$ cat src/cfgld_defs.svh
// constants of the configuration frame loader: offsets, reset values, frame positions
`ifndef CFGLD_DEFS_SVH
`define CFGLD_DEFS_SVH
// ==========================================================
// register byte offsets
`define CFGLD_ADR_CTRL 8'h00
`define CFGLD_ADR_STAT 8'h04
`define CFGLD_ADR_LEN 8'h08
`define CFGLD_ADR_CNT 8'h0c
// ==========================================================
// reset values
`define CFGLD_CTRL_RST 12'h805
`define CFGLD_PART_ID_DEF 20'h0a5c3
// ==========================================================
// stream layout
`define CFGLD_PRE_WIN 5'h12
`define CFGLD_LEN_LAST 10'h017
`define CFGLD_ID_HDR 16'h5fff
`define CFGLD_ID_HDR_LAST 10'h00f
`define CFGLD_ID_MODE_LAST 10'h011
`define CFGLD_ID_OPT_LAST 10'h014
`define CFGLD_ID_LAST 10'h04f
`define CFGLD_ADDR_LAST 10'h00f
`define CFGLD_DATA_FIRST 10'h002
`define CFGLD_STOP_BITS 4'h8
`define CFGLD_BYTE_LAST 3'h7
`define CFGLD_POST_ADDR 14'h3fff
`define CFGLD_POST_CSUM 8'hff
`define CFGLD_MODE_AUTO 2'h0
`define CFGLD_MODE_EXPL 2'h1
// ==========================================================
// timing
`define CFGLD_DLY_MAX 3'h4
`define CFGLD_CNT_SAT 3'h7
`define CFGLD_INIT_CYC 2'h2
`endif

$ cat src/cfgld_pkg.sv
// types shared by the configuration frame loader
package cfgld_pkg;
	// ==========================================================
	// top level phases
	typedef enum logic [2:0] {
		S_CLR = 3'b000, S_INIT = 3'b001, S_CFG = 3'b010,
		S_START = 3'b011, S_RUN = 3'b100, S_ERR = 3'b101
	} cfgld_top_st_t;
	// bit stream parser states
	typedef enum logic [2:0] {
		P_HUNT = 3'b000, P_LEN = 3'b001, P_STOP = 3'b010, P_FRM = 3'b011,
		P_CSUM = 3'b100, P_DONE = 3'b101, P_ERR = 3'b110
	} cfgld_parse_st_t;
	// start-up clocking modes
	typedef enum logic [1:0] {
		cfgclk_unsynced_startup = 2'b00, cfgclk_synced_startup = 2'b01,
		userclk_unsynced_startup = 2'b10, userclk_synced_startup = 2'b11
	} cfgld_su_mode_t;
	// software control word
	typedef struct packed {
		logic pullup_en;
		logic [2:0] io_dly;
		logic [2:0] gsr_dly;
		logic [2:0] done_dly;
		cfgld_su_mode_t mode;
	} cfgld_ctrl_t;
	// the three start-up events
	typedef struct packed {
		logic done_rel;
		logic gsr_rel;
		logic io_act;
	} cfgld_ev_t;
	// options carried by one load into the next
	typedef struct packed {
		logic no_clear;
		logic no_tri;
		logic no_gsr;
	} cfgld_opt_t;
endpackage

$ cat src/cfgld_top.sv
// serial configuration frame loader with start-up sequencer and wishbone registers
// How it works
// - start-up needs length count match and end frame
// - three start-up events in any programmed order
// - user clock modes time start-up on user clock
// - synced modes count from seen completion pin
// - completion pin open drain, pull-up on default
// - default synced, pin released on first edge
// - in synced modes a low completion line withholds other two events
// - gsr and io delay zero to four edges, done delay zero to seven
// - both events immediate by default
// - program request low clears and reloads device
// - previous load option can skip memory clear
// - previous load options disable gsr, tristate, clear
// - autoincrement or explicit frame addressing
// - header: ones, preamble, 24-bit length
// - identification frame follows header, part checked
// - every frame checksum always verified
// - addressing mode taken from identification frame
// - data frame 01 start, ones stop to byte
// - explicit data stored at each following address
// - postamble: all-ones address, all-ones checksum
// - mode field 00 auto, 01 explicit
// - address frame 00 header, 14-bit address
// - checksum is xor of frame bytes
// - errors park device with init held low
//
// Implementation choices: register access over Wishbone and the placing of the registers.
`include "cfgld_defs.svh"
`timescale 1ns/10ps
`default_nettype none
module cfgld_top #(
	parameter int DATA_BITS = 202,
	parameter logic [19:0] PART_ID = `CFGLD_PART_ID_DEF // arbitrary value
) (
	// clock and reset
	input wire logic clk_i,
	input wire logic rst_i,
	// wishbone slave
	input wire logic wb_cyc_i,
	input wire logic wb_stb_i,
	input wire logic wb_we_i,
	input wire logic [7:0] wb_adr_i,
	input wire logic [3:0] wb_sel_i,
	input wire logic [31:0] wb_dat_i,
	output logic [31:0] wb_dat_o,
	output logic wb_ack_o,
	// configuration link
	input wire logic config_bit_clock_i,
	input wire logic cfg_data_i,
	input wire logic program_request_n_i,
	input wire logic user_startup_clock_i,
	input wire logic [1:0] mode_sel_i,
	// completion pin, open drain
	input wire logic done_i,
	output logic done_o,
	output logic done_oe_o,
	output logic done_pullup_en_o,
	// status and global controls
	output logic init_n_o,
	output logic gsr_hold_o,
	output logic io_active_o,
	// configuration memory write port
	output logic cfg_mem_clear_o,
	output logic cfg_mem_we_o,
	output logic [13:0] cfg_mem_addr_o,
	output logic [DATA_BITS-1:0] cfg_mem_data_o
);
	// frame length rounded up to a byte boundary (start pair plus data)
	localparam int DLEN = ((DATA_BITS + 2 + 7) / 8) * 8;
	localparam logic [9:0] DATA_LAST = 10'(DLEN - 1);
	localparam logic [9:0] DATA_END = 10'(DATA_BITS + 2);

	// ==========================================================
	// input synchronisers
	logic [5:0] sync1_r; // first stage, read only by second
	logic [5:0] sync2_r;
	logic config_bit_clock_d_r; // previous config clock level
	logic user_startup_clock_d_r; // previous user clock level
	always_ff @(posedge clk_i) begin
		sync1_r <= {mode_sel_i, done_i, program_request_n_i, user_startup_clock_i,
			config_bit_clock_i};
		sync2_r <= sync1_r;
		config_bit_clock_d_r <= sync2_r[0];
		user_startup_clock_d_r <= sync2_r[1];
	end
	wire config_bit_clock_rise = sync2_r[0] & ~config_bit_clock_d_r;
	wire user_startup_clock_rise = sync2_r[1] & ~user_startup_clock_d_r;
	wire prog_n_s = sync2_r[2];
	wire done_s = sync2_r[3];
	wire [1:0] mode_s = sync2_r[5:4];
	// data travels the same two stages as its clock, so it lines up with the edge
	logic data_s1_r;
	logic data_s2_r;
	always_ff @(posedge clk_i) begin
		data_s1_r <= cfg_data_i;
		data_s2_r <= data_s1_r;
	end
	wire bit_d = data_s2_r;

	// ==========================================================
	// registers and shared state
	cfgld_pkg::cfgld_top_st_t top_st_r, top_st_nxt;
	cfgld_pkg::cfgld_parse_st_t pst_r;
	cfgld_pkg::cfgld_ctrl_t ctrl_r; // software start-up control
	cfgld_pkg::cfgld_ev_t ev_r; // start-up events reached
	cfgld_pkg::cfgld_opt_t opt_r; // options from the last good load
	cfgld_pkg::cfgld_opt_t opt_nxt_r; // options of the load in progress
	logic [1:0] mode_smp_r; // mode pins sampled after init
	logic [1:0] init_cnt_r;
	logic [23:0] len_r; // loaded length count
	logic len_ok_r;
	logic [23:0] cnt_r; // config clocks seen
	logic len_hit_r;
	logic eoc_r; // end frame written
	logic [2:0] err_r; // {checksum, alignment, id}
	wire bit_v = config_bit_clock_rise & (top_st_r == cfgld_pkg::S_CFG);

	// ==========================================================
	// top level sequencing
	always_comb begin
		top_st_nxt = top_st_r;
		case (top_st_r)
			cfgld_pkg::S_CLR: begin
				// stay cleared while the request pin is held low
				if (prog_n_s) begin
					top_st_nxt = cfgld_pkg::S_INIT;
				end
			end
			cfgld_pkg::S_INIT: begin
				if (init_cnt_r == `CFGLD_INIT_CYC) begin
					top_st_nxt = cfgld_pkg::S_CFG;
				end
			end
			cfgld_pkg::S_CFG: begin
				if (pst_r == cfgld_pkg::P_ERR) begin
					top_st_nxt = cfgld_pkg::S_ERR;
				end else if (eoc_r && len_hit_r) begin
					top_st_nxt = cfgld_pkg::S_START;
				end
			end
			cfgld_pkg::S_START: begin
				if (ev_r == 3'h7) begin
					top_st_nxt = cfgld_pkg::S_RUN;
				end
			end
			cfgld_pkg::S_RUN: top_st_nxt = cfgld_pkg::S_RUN;
			cfgld_pkg::S_ERR: top_st_nxt = cfgld_pkg::S_ERR;
			default: top_st_nxt = cfgld_pkg::S_CLR;
		endcase
		// a low request aborts or reconfigures from any phase
		if (!prog_n_s) begin
			top_st_nxt = cfgld_pkg::S_CLR;
		end
	end

	// phase register, init counter and mode sampling
	always_ff @(posedge clk_i) begin
		if (rst_i) begin
			top_st_r <= cfgld_pkg::S_CLR;
			init_cnt_r <= 2'h0;
			mode_smp_r <= 2'h0;
		end else begin
			top_st_r <= top_st_nxt;
			init_cnt_r <= (top_st_r == cfgld_pkg::S_INIT) ? init_cnt_r + 2'h1 : 2'h0;
			if (top_st_r == cfgld_pkg::S_INIT && top_st_nxt == cfgld_pkg::S_CFG) begin
				mode_smp_r <= mode_s;
			end
		end
	end

	// init low while clearing or parked on an error; memory clear unless skipped
	always_ff @(posedge clk_i) begin
		if (rst_i) begin
			init_n_o <= 1'b0;
			cfg_mem_clear_o <= 1'b0;
		end else begin
			init_n_o <= top_st_nxt != cfgld_pkg::S_CLR && top_st_nxt != cfgld_pkg::S_ERR;
			cfg_mem_clear_o <= top_st_nxt == cfgld_pkg::S_CLR && !opt_r.no_clear;
		end
	end

	// ==========================================================
	// length counter
	always_ff @(posedge clk_i) begin
		if (rst_i || top_st_r == cfgld_pkg::S_CLR) begin
			cnt_r <= 24'h000000;
			len_hit_r <= 1'b0;
		end else begin
			if (bit_v) begin
				cnt_r <= cnt_r + 24'h000001;
			end
			if (len_ok_r && cnt_r == len_r) begin
				len_hit_r <= 1'b1;
			end
		end
	end

	// ==========================================================
	// bit stream parser
	logic [4:0] win_r; // preamble hunt window
	logic [9:0] fbit_r; // bit index within a field or frame
	logic [3:0] stop_cnt_r;
	logic [31:0] w_sr_r; // recent frame bits
	logic [7:0] byte_r;
	logic [7:0] xor_r; // running checksum
	logic [7:0] cs_sr_r;
	logic [2:0] cb_r;
	logic id_done_r;
	logic is_data_r;
	logic expl_r; // explicit addressing for this load
	logic [13:0] fa_r; // frame address just received
	logic [13:0] addr_r; // next implied address
	logic [DATA_BITS-1:0] data_sr_r;
	wire [15:0] w16 = {w_sr_r[14:0], bit_d};
	wire [7:0] cs_in = {cs_sr_r[6:0], bit_d};
	wire is_post = id_done_r && !is_data_r && fa_r == `CFGLD_POST_ADDR;
	wire csum_bad = is_post ? cs_in != `CFGLD_POST_CSUM : cs_in != xor_r;
	wire fend = !id_done_r ? fbit_r == `CFGLD_ID_LAST :
		is_data_r ? fbit_r == DATA_LAST : fbit_r == `CFGLD_ADDR_LAST;
	wire in_data = is_data_r && fbit_r >= `CFGLD_DATA_FIRST && fbit_r < DATA_END;

	always_ff @(posedge clk_i) begin
		if (rst_i || top_st_r == cfgld_pkg::S_CLR) begin
			pst_r <= cfgld_pkg::P_HUNT;
			win_r <= 5'h00;
			fbit_r <= 10'h000;
			stop_cnt_r <= 4'h0;
			w_sr_r <= 32'h00000000;
			byte_r <= 8'h00;
			xor_r <= 8'h00;
			cs_sr_r <= 8'h00;
			cb_r <= 3'h0;
			id_done_r <= 1'b0;
			is_data_r <= 1'b0;
			expl_r <= 1'b0;
			fa_r <= 14'h0000;
			addr_r <= 14'h0000;
			len_r <= 24'h000000;
			len_ok_r <= 1'b0;
			eoc_r <= 1'b0;
			err_r <= 3'h0;
			opt_nxt_r <= 3'h0;
			cfg_mem_we_o <= 1'b0;
		end else begin
			cfg_mem_we_o <= 1'b0;
			if (bit_v) begin
				case (pst_r)
					cfgld_pkg::P_HUNT: begin
						// a one followed by the preamble opens the header
						win_r <= {win_r[3:0], bit_d};
						if ({win_r[3:0], bit_d} == `CFGLD_PRE_WIN) begin
							pst_r <= cfgld_pkg::P_LEN;
							fbit_r <= 10'h000;
						end
					end
					cfgld_pkg::P_LEN: begin
						len_r <= {len_r[22:0], bit_d};
						fbit_r <= fbit_r + 10'h001;
						if (fbit_r == `CFGLD_LEN_LAST) begin
							len_ok_r <= 1'b1;
							pst_r <= cfgld_pkg::P_STOP;
							stop_cnt_r <= 4'h0;
						end
					end
					cfgld_pkg::P_STOP: begin
						if (bit_d) begin
							if (stop_cnt_r != `CFGLD_STOP_BITS) begin
								stop_cnt_r <= stop_cnt_r + 4'h1;
							end
						end else if (stop_cnt_r == `CFGLD_STOP_BITS) begin
							// the zero is bit 0 of the next frame
							pst_r <= cfgld_pkg::P_FRM;
							fbit_r <= 10'h001;
							w_sr_r <= 32'h00000000;
							byte_r <= 8'h00;
							xor_r <= 8'h00;
						end else begin
							pst_r <= cfgld_pkg::P_ERR;
							err_r[1] <= 1'b1;
						end
					end
					cfgld_pkg::P_FRM: begin
						w_sr_r <= {w_sr_r[30:0], bit_d};
						byte_r <= {byte_r[6:0], bit_d};
						fbit_r <= fbit_r + 10'h001;
						if (fbit_r[2:0] == `CFGLD_BYTE_LAST) begin
							xor_r <= xor_r ^ {byte_r[6:0], bit_d};
						end
						if (fbit_r == 10'h001) begin
							is_data_r <= bit_d;
						end
						if (in_data) begin
							data_sr_r <= {data_sr_r[DATA_BITS-2:0], bit_d};
						end
						if (!id_done_r) begin
							// identification frame fields
							if (fbit_r == `CFGLD_ID_HDR_LAST && w16 != `CFGLD_ID_HDR) begin
								pst_r <= cfgld_pkg::P_ERR;
								err_r[0] <= 1'b1;
							end
							if (fbit_r == `CFGLD_ID_MODE_LAST) begin
								expl_r <= w16[1:0] == `CFGLD_MODE_EXPL;
								if (w16[1:0] != `CFGLD_MODE_AUTO && w16[1:0] != `CFGLD_MODE_EXPL) begin
									pst_r <= cfgld_pkg::P_ERR;
									err_r[0] <= 1'b1;
								end
							end
							if (fbit_r == `CFGLD_ID_OPT_LAST) begin
								opt_nxt_r <= w16[2:0];
							end
						end
						if (fend) begin
							fa_r <= w16[13:0];
							cb_r <= 3'h0;
							pst_r <= cfgld_pkg::P_CSUM;
							if (!id_done_r && {w_sr_r[18:0], bit_d} != PART_ID) begin
								pst_r <= cfgld_pkg::P_ERR;
								err_r[0] <= 1'b1;
							end
						end
					end
					cfgld_pkg::P_CSUM: begin
						cs_sr_r <= cs_in;
						cb_r <= cb_r + 3'h1;
						if (cb_r == `CFGLD_BYTE_LAST) begin
							pst_r <= cfgld_pkg::P_STOP;
							stop_cnt_r <= 4'h0;
							if (csum_bad) begin
								pst_r <= cfgld_pkg::P_ERR;
								err_r[2] <= 1'b1;
							end else if (is_post) begin
								pst_r <= cfgld_pkg::P_DONE;
								eoc_r <= 1'b1;
							end else if (!id_done_r) begin
								id_done_r <= 1'b1;
							end else if (is_data_r && !expl_r) begin
								cfg_mem_we_o <= 1'b1;
								cfg_mem_addr_o <= addr_r;
								cfg_mem_data_o <= data_sr_r;
								addr_r <= addr_r + 14'h0001;
							end else if (!is_data_r && expl_r) begin
								cfg_mem_we_o <= 1'b1;
								cfg_mem_addr_o <= fa_r;
								cfg_mem_data_o <= data_sr_r;
							end else if (!is_data_r) begin
								addr_r <= fa_r; // moves the implied address
							end
						end
					end
					cfgld_pkg::P_DONE: pst_r <= cfgld_pkg::P_DONE;
					cfgld_pkg::P_ERR: pst_r <= cfgld_pkg::P_ERR;
					default: pst_r <= cfgld_pkg::P_ERR;
				endcase
			end
		end
	end

	// options of a good load steer the next reconfiguration only
	always_ff @(posedge clk_i) begin
		if (rst_i) begin
			opt_r <= 3'h0;
		end else if (top_st_r == cfgld_pkg::S_CFG && top_st_nxt == cfgld_pkg::S_START) begin
			opt_r <= opt_nxt_r;
		end
	end

	// ==========================================================
	// start-up sequencer
	wire user_clk = ctrl_r.mode[1];
	wire synced = ctrl_r.mode[0];
	wire step_e = user_clk ? user_startup_clock_rise : config_bit_clock_rise;
	wire [2:0] gdly = (ctrl_r.gsr_dly > `CFGLD_DLY_MAX) ? `CFGLD_DLY_MAX : ctrl_r.gsr_dly;
	wire [2:0] idly = (ctrl_r.io_dly > `CFGLD_DLY_MAX) ? `CFGLD_DLY_MAX : ctrl_r.io_dly;
	logic [2:0] st_cnt_r; // edges since start-up began
	logic [2:0] di_cnt_r; // edges since completion seen high
	logic done_seen_r;
	wire gsr_go = synced ? done_seen_r && di_cnt_r >= gdly : st_cnt_r >= gdly;
	wire io_go = synced ? done_seen_r && di_cnt_r >= idly : st_cnt_r >= idly;
	wire in_start = top_st_r == cfgld_pkg::S_START;

	// edge counters and completion observation
	always_ff @(posedge clk_i) begin
		if (rst_i || !in_start) begin
			st_cnt_r <= 3'h0;
			di_cnt_r <= 3'h0;
			done_seen_r <= 1'b0;
		end else begin
			if (step_e && st_cnt_r != `CFGLD_CNT_SAT) begin
				st_cnt_r <= st_cnt_r + 3'h1;
			end
			if (ev_r.done_rel && done_s) begin
				done_seen_r <= 1'b1;
			end
			if (step_e && done_seen_r && di_cnt_r != `CFGLD_CNT_SAT) begin
				di_cnt_r <= di_cnt_r + 3'h1;
			end
		end
	end

	// events are sticky once reached; clearing drops done_rel, keeps gsr_rel and io_act per stored options
	always_ff @(posedge clk_i) begin
		if (rst_i) begin
			ev_r <= 3'h0;
		end else if (top_st_r == cfgld_pkg::S_CLR) begin
			ev_r.done_rel <= 1'b0;
			ev_r.gsr_rel <= ev_r.gsr_rel & opt_r.no_gsr;
			ev_r.io_act <= ev_r.io_act & opt_r.no_tri;
		end else if (in_start) begin
			// each event on its own condition, so any order results
			ev_r.done_rel <= ev_r.done_rel | (st_cnt_r >= ctrl_r.done_dly);
			ev_r.gsr_rel <= ev_r.gsr_rel | gsr_go;
			ev_r.io_act <= ev_r.io_act | io_go;
		end
	end

	// open drain: only ever pulls low
	assign done_o = 1'b0;
	assign done_oe_o = ~ev_r.done_rel;
	assign done_pullup_en_o = ctrl_r.pullup_en;
	assign gsr_hold_o = ~ev_r.gsr_rel;
	assign io_active_o = ev_r.io_act;

	// ==========================================================
	// wishbone slave, one wait state on every access
	wire wb_req = wb_cyc_i & wb_stb_i & ~wb_ack_o;
	wire sel_ctrl = wb_adr_i == `CFGLD_ADR_CTRL;
	wire [31:0] stat_w = {14'h0000, opt_r, mode_smp_r, len_hit_r, eoc_r, ev_r.io_act,
		ev_r.gsr_rel, done_s, expl_r, err_r, 1'b0, top_st_r};
	wire [31:0] rd_mux = sel_ctrl ? {20'h00000, ctrl_r} :
		(wb_adr_i == `CFGLD_ADR_STAT) ? stat_w :
		(wb_adr_i == `CFGLD_ADR_LEN) ? {8'h00, len_r} :
		(wb_adr_i == `CFGLD_ADR_CNT) ? {8'h00, cnt_r} : 32'h00000000;

	// acknowledge and read data
	always_ff @(posedge clk_i) begin
		if (rst_i) begin
			wb_ack_o <= 1'b0;
			wb_dat_o <= 32'h00000000;
		end else begin
			wb_ack_o <= wb_req;
			wb_dat_o <= wb_req ? rd_mux : 32'h00000000;
		end
	end

	// control register, byte lanes honoured
	always_ff @(posedge clk_i) begin
		if (rst_i) begin
			ctrl_r <= `CFGLD_CTRL_RST;
		end else if (wb_req && wb_we_i && sel_ctrl) begin
			if (wb_sel_i[0]) begin
				ctrl_r[7:0] <= wb_dat_i[7:0];
			end
			if (wb_sel_i[1]) begin
				ctrl_r[11:8] <= wb_dat_i[11:8];
			end
		end
	end
endmodule
`default_nettype wire

$ cat config.mk
export PLATFORM = sky130hd
export DESIGN_NAME = cfgld_top
export DESIGN_NICKNAME = d
export VERILOG_FILES = /design/src/cfgld_pkg.sv /design/src/cfgld_top.sv
export VERILOG_INCLUDE_DIRS = /design/src /design/src/src
export SDC_FILE = /design/constraint.sdc
export NUM_CORES = 1
export LEC_CHECK = 0
export BUFFER_PORTS_ARGS = -buffer_cell sky130_fd_sc_hd__buf_2
export CAP_MARGIN = 20
export CORE_UTILIZATION = 50
export CTS_BUF_LIST = sky130_fd_sc_hd__clkbuf_4 sky130_fd_sc_hd__clkbuf_8
export CTS_CLUSTER_DIAMETER = 100
export DETAILED_ROUTE_END_ITERATION = 8
export HOLD_SLACK_MARGIN = 0.05
export PLACE_DENSITY = 0.71
export SYNTH_ARGS = -nofsm -noshare
export SYNTH_HDL_FRONTEND = slang
export SYNTH_SLANG_ARGS = --single-unit
$ cat constraint.sdc
create_clock -name clk_i -period 42.3 [get_ports clk_i]
set_input_delay 4.23 -clock clk_i [delete_from_list [all_inputs] [get_ports clk_i]]
set_output_delay 4.23 -clock clk_i [all_outputs]
set_load 0.02 [all_outputs]
==> out/metrics.cfg, run 1 <==
[route]
remaining_drc_errors=0
wl_per_cell_um=18.0
viasPerCell=5.34
drt_iter0_drc=1337
top_layer=met5
met1_length_mm=21.6
wl_met2_mm=22.5
vias=14400
drt-pass1-iter-count=5
antenna_left=0
dr_wl_met3_mm=3.28
drt_wl_total_mm=48.5

[cells_and_area]
drive_above_1_share_pct=22.4
diodes=0
final_area_um2=26900
syn2layout_area_growth_pct=16.6
layout_commonest_cell=edfxtp_1
layout_common_cells=edfxtp_1 (418), buf_2 (282), dfxtp_1 (222)
fin_nets=2112
final_util_pct=59.2
final_cells=2696

[timing]
finalSetupViolCount=0
setup-tns-final_ps=0
slew_headroom_pct=26.7
final_max_slew_viol_count=0
hold_viol_final=0
finalCriticalPeriod_ps=7940
rsz0062_at_grt=false
max_freq_ghz=0.126
worst_slew_pin_slew_ps=1100
min_period_over_period_pct=18.8
clock_skew_ps=45.9

[placement]
dp.cells=2522
postPlaceCellArea_um2=25000
port_buffers=281
dp_hpwl_mm=32.3
routabilityCongestion=0.837

[clock_network]
post_cts_buffers=0
cts_resized=0
clock-root-buffer=clkbuf_8
clockBufferDepth=3
tritoncts=built
clock_latency_ps=700
cts.sinks=640
cts.htree.levels=3
clkTransAtPathRegs_ps=60
hold_buffers=0
cts_buffers=98

[synth]
ys_ff_latch=640
synth_flop_cell=edfxtp_1
async_reset_ff_share_pct=0
syn_inst=1702
ys_seq_area_share_pct=73.6
ys_warn_count=0
synth_cell_types=66
synth_top_area_share_pct=54.3
avgSynthCellArea_um2=13.6
synth_edf_count=418
netlist_area_um2=23100
synth_area_leader_cell=edfxtp_1
ys_top_cells_by_area=edfxtp_1 (54%), dfxtp_1 (19%), nand2_1 (3.0%)

[power]
peakVddDrop_mv=0.0296
leakagePower_uw=0.00959
total_power_uw=1160
p_sw_share_pct=20.4
p_switching_uw=236
seq_power_share_pct=57.1
clock_power_share_pct=42.0
p_per_area_nw_per_um2=42.9
power_frac_comb_pct=0.9
p_int_uw=919

[floorplan]
core-area_um2=45500
fp-row-count=78
ios=313
die_width_um=217
chipHeight_um=217
die_area_um2=47100
initial_core_util_pct=50.8

[setup_path]
cp-start-kind=primary input
arrival_ps=8220
crit_fanout=84
critical_path_class=in2reg
cp.required_ps=42580
rrSetupSlack_ps=37090
end_kind=register

[job]
drv_cap=0

[global_routing]
grt_pass1_vias=13900
grt_pass1_wl_mm=75.4
grt_max_degree=200
grt.overflow.total=0
antenna_found_initial=1
grtUsageTotal_pct=20.6

[hold_path]
holdCritPathClass=reg2reg

[status]
status=completed

## area by class of cell
class | count | area [µm²]
Fill cell | 3522 | 18600
Sequential cell | 640 | 17000
Multi-Input combinational cell | 953 | 5660
Clock buffer | 134 | 1680
Timing Repair Buffer | 291 | 1490
Tap cell | 600 | 751
Clock inverter | 40 | 200
Inverter | 38 | 143
## stage by stage
stage | hold slack (ps) | setup WS [ps]
final | 328 | 34360
after global placement | 312 | 33690
after floorplan | 310 | 16970
after detailed placement | 316 | 33640
after global routing | 340 | 34060
after CTS | 329 | 34390
## power by group through the flow
stage | combinational, µW | clock, µW | sequential (µW)
final | 10.5 | 485 | 659
after floorplan | 7.20 | 0 | 673
after global routing | 11.3 | 527 | 659
after detailed placement | 10.3 | 0 | 673
after CTS | 10.4 | 500 | 659
after global placement | 10.3 | 0 | 673
## metal layers
| metal | up-vias | global-route usage (%) |
|---|---|---|
| li1 | 6812 | - |
| met1 | 6976 | 28.2 |
| met2 | 537 | 32.2 |
| met3 | 80 | 4.44 |
| met4 | 2 | 8.43 |
| met5 | - | 0 |
## registers in the layout, summed over array words and instances, names as in the netlist, 6 cells and up
name            cells
cfg_mem_data_o    202
data_sr_r         202
cnt_r              24
len_r              24
wb_dat_o           24
w_sr_r             19
addr_r             14
cfg_mem_addr_o     14
fa_r               14
ctrl_r             11
fbit_r             10
xor_r               8
cs_sr_r             7
sync1_r             6
sync2_r             6
## worst paths after layout
| path | end | start | cells past startpoint |
|---|---|---|---|
| setup / recovery | cfg_mem_data_o[27]$_DFFE_PP_ | rst_i | 7 |
| hold / removal | sync2_r[0]$_DFF_P_ | sync1_r[0]$_DFF_P_ | 0 |
| setup reg to reg | cfg_mem_data_o[27]$_DFFE_PP_ | id_done_r$_SDFFE_PP0P_ | 8 |
| hold reg to reg | sync2_r[0]$_DFF_P_ | sync1_r[0]$_DFF_P_ | 0 |
## cell usage after synthesis (6+ instances only)
cell / instances
a21o_1: 7
a21oi_1: 90
a22oi_1: 35
a31oi_1: 7
and2_1: 6
and3_1: 10
buf_4: 10
clkbuf_1: 57
dfxtp_1: 222
edfxtp_1: 418
ha_1: 34
inv_1: 37
mux2i_1: 46
nand2_1: 185
nand2b_1: 14
nand3_1: 30
nand3b_1: 9
nand4_1: 25
nor2_1: 168
nor2b_1: 13
nor3_1: 19
nor4_1: 22
nor4b_1: 8
o21ai_0: 65
o31ai_1: 7
or2_2: 7
or3_1: 12
or4_1: 7
xnor2_1: 28
xor2_1: 32
## kinds of logic after synthesis
| family | share of synthesized area (%) |
|---|---|
| flip-flops | 73.6 |
| other | 0.0162 |
| multiplexers | 2.33 |
| XOR/XNOR | 2.27 |
| adder cells (fa/ha/maj) | 1.84 |
| buffers and inverters | 2.16 |
| AO/OA/AOI/OAI | 6.29 |
| AND/OR/NAND/NOR | 11.5 |
## worst max-delay path, stage by stage
cell and delay, ps:
buf_2 290, or2_4 530, or4_1 510, nor3_2 130, buf_4 560, buf_4 920, buf_4 940
Power figures use the tool's default switching activity.
==> inputs of run 2 (changes only) <==
clock period = 7.51 ns   (was 42.3 ns; I/O delays follow)
==> out/metrics.cfg, run 2 (synthesized netlist as in run 1, its figures left out) <==
[setup_path]
slowest_delay_ps=820  ; was 940 ps
crit_buf_inv=1  ; was 4
crit_fanout=215  ; was 84
critPathTopFamily=simple AND/OR/NAND/NOR gates  ; was buffers and inverters
end_kind=register  ; unchanged
cp-start-kind=register  ; was primary input
r2r_start=top_st_r[1]$_SDFF_PP0_  ; was id_done_r$_SDFFE_PP0P_
r2r_cells=5  ; was 8
arrival_ps=4280  ; was 8220 ps
cp.required_ps=7800  ; was 42580 ps
slowest_stage=dfxtp_1  ; was buf_4
critical_path_class=reg2reg  ; was in2reg
rrSetupSlack_ps=3520  ; was 37090 ps
path_cells=nor2_1 -> or2_4 -> or4_1 -> nor3_4 -> buf_12  ; was buf_2 -> or2_4 -> or4_1 -> nor3_2 -> buf_4 -> buf_4 -> buf_4
worstReg2RegEnd=cfg_mem_data_o[73]$_DFFE_PP_  ; was cfg_mem_data_o[27]$_DFFE_PP_

[job]
drv_cap=0  ; unchanged

[global_routing]
grt_pass1_wl_mm=74.5  ; was 75.4 mm
grt.overflow.total=0  ; unchanged
grt_max_degree=216  ; was 200
use_met2_pct=31.4  ; was 32.2%
busiest_layer=met2  ; unchanged
antenna_found_initial=0  ; was 1
grt_pass1_vias=13600  ; was 13900
grt.met3_usage_pct=4.47  ; was 4.44%
grtUsageTotal_pct=20.3  ; was 20.6%
use_met1_pct=28.0  ; was 28.2%

[route]
viasPerCell=5.35  ; was 5.34
drt_iter0_drc=1276  ; was 1337
vias=14400  ; about the same
wl_per_cell_um=18.0  ; about the same
antenna_left=0  ; unchanged
drt-pass1-iter-count=5  ; unchanged
remaining_drc_errors=0  ; unchanged
drt_wl_total_mm=48.6  ; was 48.5 mm

[placement]
postPlaceCellArea_um2=25100  ; was 25000 µm²
port_buffers=281  ; unchanged
dp_hpwl_mm=31.7  ; was 32.3 mm
routabilityCongestion=0.844  ; was 0.837

[floorplan]
ios=313  ; unchanged
chipHeight_um=217  ; unchanged
fp-row-count=78  ; unchanged
die_area_um2=47100  ; unchanged
die_width_um=217  ; unchanged
initial_core_util_pct=50.8  ; unchanged
core-area_um2=45500  ; unchanged

[hold_path]
holdCritPathClass=in2reg  ; was reg2reg
min_from=mode_sel_i[0]  ; was sync1_r[0]$_DFF_P_
min_to=sync1_r[4]$_DFF_P_  ; was sync2_r[0]$_DFF_P_
hold_depth=1  ; was 0

[timing]
final_max_slew_viol_count=0  ; unchanged
finalCriticalPeriod_ps=3990
hold_viol_final=0  ; unchanged
fin_hold_ws_ps=169  ; was 328 ps
worst_slew_pin_slew_ps=1210  ; was 1100 ps
max_freq_ghz=0.251
min_period_over_period_pct=53.1
finalSetupViolCount=0  ; unchanged
clock_skew_ps=37.8  ; was 45.9 ps
slew_headroom_pct=19.0  ; was 26.7%
rsz0062_at_grt=false  ; unchanged

[status]
status=completed  ; unchanged

[cells_and_area]
largestRegisters=cfg_mem_data_o: 202 flops, data_sr_r: 202 flops  ; unchanged
fin_nets=2110  ; was 2112
final_area_um2=27100  ; was 26900 µm²
syn2layout_area_growth_pct=17.3  ; was 16.6%
drive_above_1_share_pct=22.4  ; about the same
layout_commonest_cell=edfxtp_1  ; unchanged
layout_common_cells=edfxtp_1 (418), buf_2 (281), dfxtp_1 (222)  ; was edfxtp_1 (418), buf_2 (282), dfxtp_1 (222)

[clock_network]
clockBufferDepth=3  ; unchanged
hold_buffers=0  ; unchanged
cts.sinks=640  ; unchanged
tritoncts=built  ; unchanged
clock_latency_ps=690  ; was 700 ps
cts.htree.levels=3  ; unchanged
cts_buffers=99  ; was 98
clock-root-buffer=clkbuf_8  ; unchanged
clkTransAtPathRegs_ps=60  ; about the same
cts_resized=0  ; unchanged
post_cts_buffers=0  ; unchanged

[power]
leakagePower_uw=0.00964  ; was 0.00959 µW
peakVddDrop_mv=0.163  ; was 0.0296 mV
total_power_uw=6730  ; was 1160 µW
p_per_area_nw_per_um2=248  ; was 42.9 nW/µm²

## run 2: cell count changes in the layout (fill, tap and decap cells not counted), sizes merged
cell      previous run  this run
bufinv               0         6
clkbuf             134       130
buf                291       288
clkinvlp             3         1
diode                0         1
## run 2: where the power goes
group          leakage, µW  switching (µW)  internal [µW]
clock              0.00106            1320           1640
sequential         0.00555            3.44           3710
combinational      0.00302            42.6           16.7
## run 2: area by class of cell
class	count	area, µm²
diodes	1	2.50
clock buffers	130	1650
clock inverters	44	367
fillers	3523	18400
inverters	38	143
multi-input cells	953	5690
flip-flops and latches	640	17000
well taps	600	751
repair buffers	288	1480
## run 2: stage by stage
stage | instances | TNS, ps | setup slack [ps] | util (%)
6_report | 2694 | 0 | 3520 | 59.6
5_1_grt | 2693 | 0 | 3300 | 59.6
4_1_cts | 2693 | 0 | 3640 | 59.6
3_5_place_dp | 2519 | 0 | 3600 | 55.1
3_3_place_gp | 2519 | 0 | 3640 | 55.1
2_1_floorplan | 1710 | -157500 | -780 | -
## run 2: worst max path at each step
stage / startpoint / end / slack (ps) / depth (start not counted)
detailed placement: rst_i / cfg_mem_data_o[31]$_DFFE_PP_ / 3600 / 5
finish: top_st_r[1]$_SDFF_PP0_ / cfg_mem_data_o[73]$_DFFE_PP_ / 3520 / 5
CTS: pst_r[0]$_SDFFE_PP0P_ / data_sr_r[38]$_DFFE_PP_ / 3640 / 7
floorplan: rst_i / data_sr_r[0]$_DFFE_PP_ / -780 / 5
global placement: rst_i / cfg_mem_data_o[30]$_DFFE_PP_ / 3640 / 5
global route: pst_r[0]$_SDFFE_PP0P_ / data_sr_r[105]$_DFFE_PP_ / 3300 / 7
## run 2: layer usage
metal | part of all wire (%) | up-vias | wire length (µm)
met4 | 2.7 | 0 | 1290
met3 | 6.9 | 92 | 3330
met2 | 46 | 532 | 22300
met1 | 45 | 6966 | 21700
li1 | - | 6813 | -
met5 | 0 | - | 0
==> inputs of run 3 (changes only) <==
PLACE_DENSITY = 0.74   (was 0.71)
clock period = 3.3 ns   (was 7.51 ns; I/O delays follow)
==> out/metrics.cfg, run 3 (synthesized netlist as in run 1, its figures left out) <==
[floorplan]
die_area_um2=47100  ; unchanged
ios=313  ; unchanged
die_width_um=217  ; unchanged
core-area_um2=45500  ; unchanged
initial_core_util_pct=50.8  ; unchanged
fp-row-count=78  ; unchanged
chipHeight_um=217  ; unchanged

[route]
vias=14700  ; was 14400
antenna_left=0  ; unchanged
remaining_drc_errors=0  ; unchanged
viasPerCell=5.38  ; was 5.35
drt-pass1-iter-count=7  ; was 5
drt_wl_total_mm=50.1  ; was 48.6 mm
wl_per_cell_um=18.3  ; was 18.0 µm
drt_iter0_drc=1202  ; was 1276

[placement]
port_buffers=281  ; unchanged
dp_hpwl_mm=33.8  ; was 31.7 mm
dp.cells=2545  ; was 2519
routabilityCongestion=0.864  ; was 0.844
postPlaceCellArea_um2=25300  ; was 25100 µm²

[global_routing]
grtUsageTotal_pct=21.1  ; was 20.3%
grt_pass1_vias=14000  ; was 13600
antenna_found_initial=1  ; was 0
grt.overflow.total=0  ; unchanged
grt_max_degree=83  ; was 216
grt_pass1_wl_mm=76.8  ; was 74.5 mm

[timing]
fin_hold_ws_ps=131  ; was 169 ps
rsz0062_at_grt=false  ; unchanged
clock_skew_ps=34.2  ; was 37.8 ps
finalCriticalPeriod_ps=2950  ; was 3990 ps
slew_headroom_pct=41.1  ; was 19.0%
final_max_slew_viol_count=0  ; unchanged
worst_slew_pin_slew_ps=884  ; was 1210 ps
max_freq_ghz=0.339  ; was 0.251 GHz
hold_viol_final=0  ; unchanged
min_period_over_period_pct=89.3  ; was 53.1%
finalSetupViolCount=0  ; unchanged

[cells_and_area]
final_util_pct=60.5  ; was 59.6%
final_cells=2739  ; was 2694
layout_common_cells=edfxtp_1 (418), buf_2 (281), dfxtp_1 (222)  ; unchanged
largestRegisters=cfg_mem_data_o: 202 flops, data_sr_r: 202 flops  ; unchanged
syn2layout_area_growth_pct=19.1  ; was 17.3%
diodes=0  ; was 1
fill_cells=3453  ; was 3523
drive_above_1_share_pct=23.6  ; was 22.4%
layout_commonest_cell=edfxtp_1  ; unchanged
fin_nets=2153  ; was 2110
final_area_um2=27500  ; was 27100 µm²

[clock_network]
clkTransAtPathRegs_ps=60  ; about the same
clock-root-buffer=clkbuf_8  ; unchanged
tritoncts=built  ; unchanged
cts.htree.levels=3  ; unchanged
clock_latency_ps=670  ; was 690 ps
hold_buffers=19  ; was 0
cts.sinks=640  ; unchanged
cts_buffers=97  ; was 99
clockBufferDepth=3  ; unchanged
post_cts_buffers=0  ; unchanged
cts_resized=0  ; unchanged

[hold_path]
holdCritPathClass=in2reg  ; unchanged

[power]
p_per_area_nw_per_um2=550  ; was 248 nW/µm²
seq_power_share_pct=55.9  ; was 55.2%
p_int_uw=12100  ; was 5370 µW
p_switching_uw=3040  ; was 1360 µW
p_sw_share_pct=20.1  ; was 20.2%
total_power_uw=15100  ; was 6730 µW
power_frac_comb_pct=1.0  ; was 0.9%
peakVddDrop_mv=0.324  ; was 0.163 mV
leakagePower_uw=0.00986  ; was 0.00964 µW
clock_power_share_pct=43.0  ; was 43.9%

[setup_path]
cp.required_ps=3620  ; was 7800 ps
worstReg2RegEnd=cfg_mem_data_o[72]$_DFFE_PP_  ; was cfg_mem_data_o[73]$_DFFE_PP_
end_kind=register  ; unchanged
critical_path_class=reg2reg  ; unchanged
worst_setup_path_endpoint=cfg_mem_data_o[72]$_DFFE_PP_  ; was cfg_mem_data_o[73]$_DFFE_PP_
r2r_cells=7  ; was 5
rrSetupSlack_ps=350  ; was 3520 ps
path_cells=nand4b_1 -> or3_4 -> o31a_1 -> or2_4 -> nor3_4 -> buf_12 -> buf_12  ; was nor2_1 -> or2_4 -> or4_1 -> nor3_4 -> buf_12
r2r_start=id_done_r$_SDFFE_PP0P_  ; was top_st_r[1]$_SDFF_PP0_
slowest_delay_ps=500  ; was 820 ps
slowest_stage=dfxtp_1  ; unchanged
arrival_ps=3270  ; was 4280 ps
cp-start-kind=register  ; unchanged
cp-startpoint=id_done_r$_SDFFE_PP0P_  ; was top_st_r[1]$_SDFF_PP0_
crit_fanout=69  ; was 215
cpMostUsedCell=buf_12

[job]
drv_cap=0  ; unchanged

[status]
status=completed  ; unchanged

-- run 3: area by class of cell --
type,instances,area [µm²],area share (%)
clock buffer,137,1670,6.06
tap,600,751,2.73
inverter,38,143,0.519
timing repair buffer,333,1940,7.07
multi-input combinational,953,5700,20.7
clock inverter,38,297,1.08
sequential,640,17000,61.8
-- run 3: power by group through the flow --
stage               clock (µW)  sequential [µW]  combinational [µW]
floorplan                    0             8620                93.4
global placement             0             8620                 133
detailed placement           0             8620                 135
CTS                       6690             8450                 153
global route              7030             8450                 166
finish                    6510             8450                 156
-- run 3: metrics by stage --
step / TNS, ps / worst slack [ps]
2_1_floorplan: -1831970 / -4990
3_3_place_gp: 0 / 468
3_5_place_dp: 0 / 421
4_1_cts: 0 / 378
5_1_grt: 0 / 223
6_report: 0 / 354
-- run 3: routing by layer --
layer  track usage [%]  wire length (µm)
met2              33.5             23700
met5                 0                 0
met4              8.73              1330
met3              3.91              3340
met1              28.6             21800
-- run 3: worst max-delay path, delay by kind of cell (launching register included) --
family / cells / cell delay [ps]
AND/OR/NAND/NOR: 4 / 1160
flip-flops: 1 / 500
buffers and inverters: 2 / 550
AO/OA/AOI/OAI: 1 / 340
-- run 3: worst min-delay path by stage --
stage	start	end	slack, ps	depth (start not counted)
after floorplan	data_s1_r$_DFF_P_	bit_d$_DFF_P_	310	0
final	rst_i	wb_ack_o$_SDFF_PP0_	130	3
after CTS	wb_stb_i	wb_ack_o$_SDFF_PP0_	60	4
after detailed placement	sync1_r[2]$_DFF_P_	sync2_r[2]$_DFF_P_	310	0
after global placement	sync1_r[1]$_DFF_P_	sync2_r[1]$_DFF_P_	310	0
after global routing	rst_i	wb_ack_o$_SDFF_PP0_	80	3
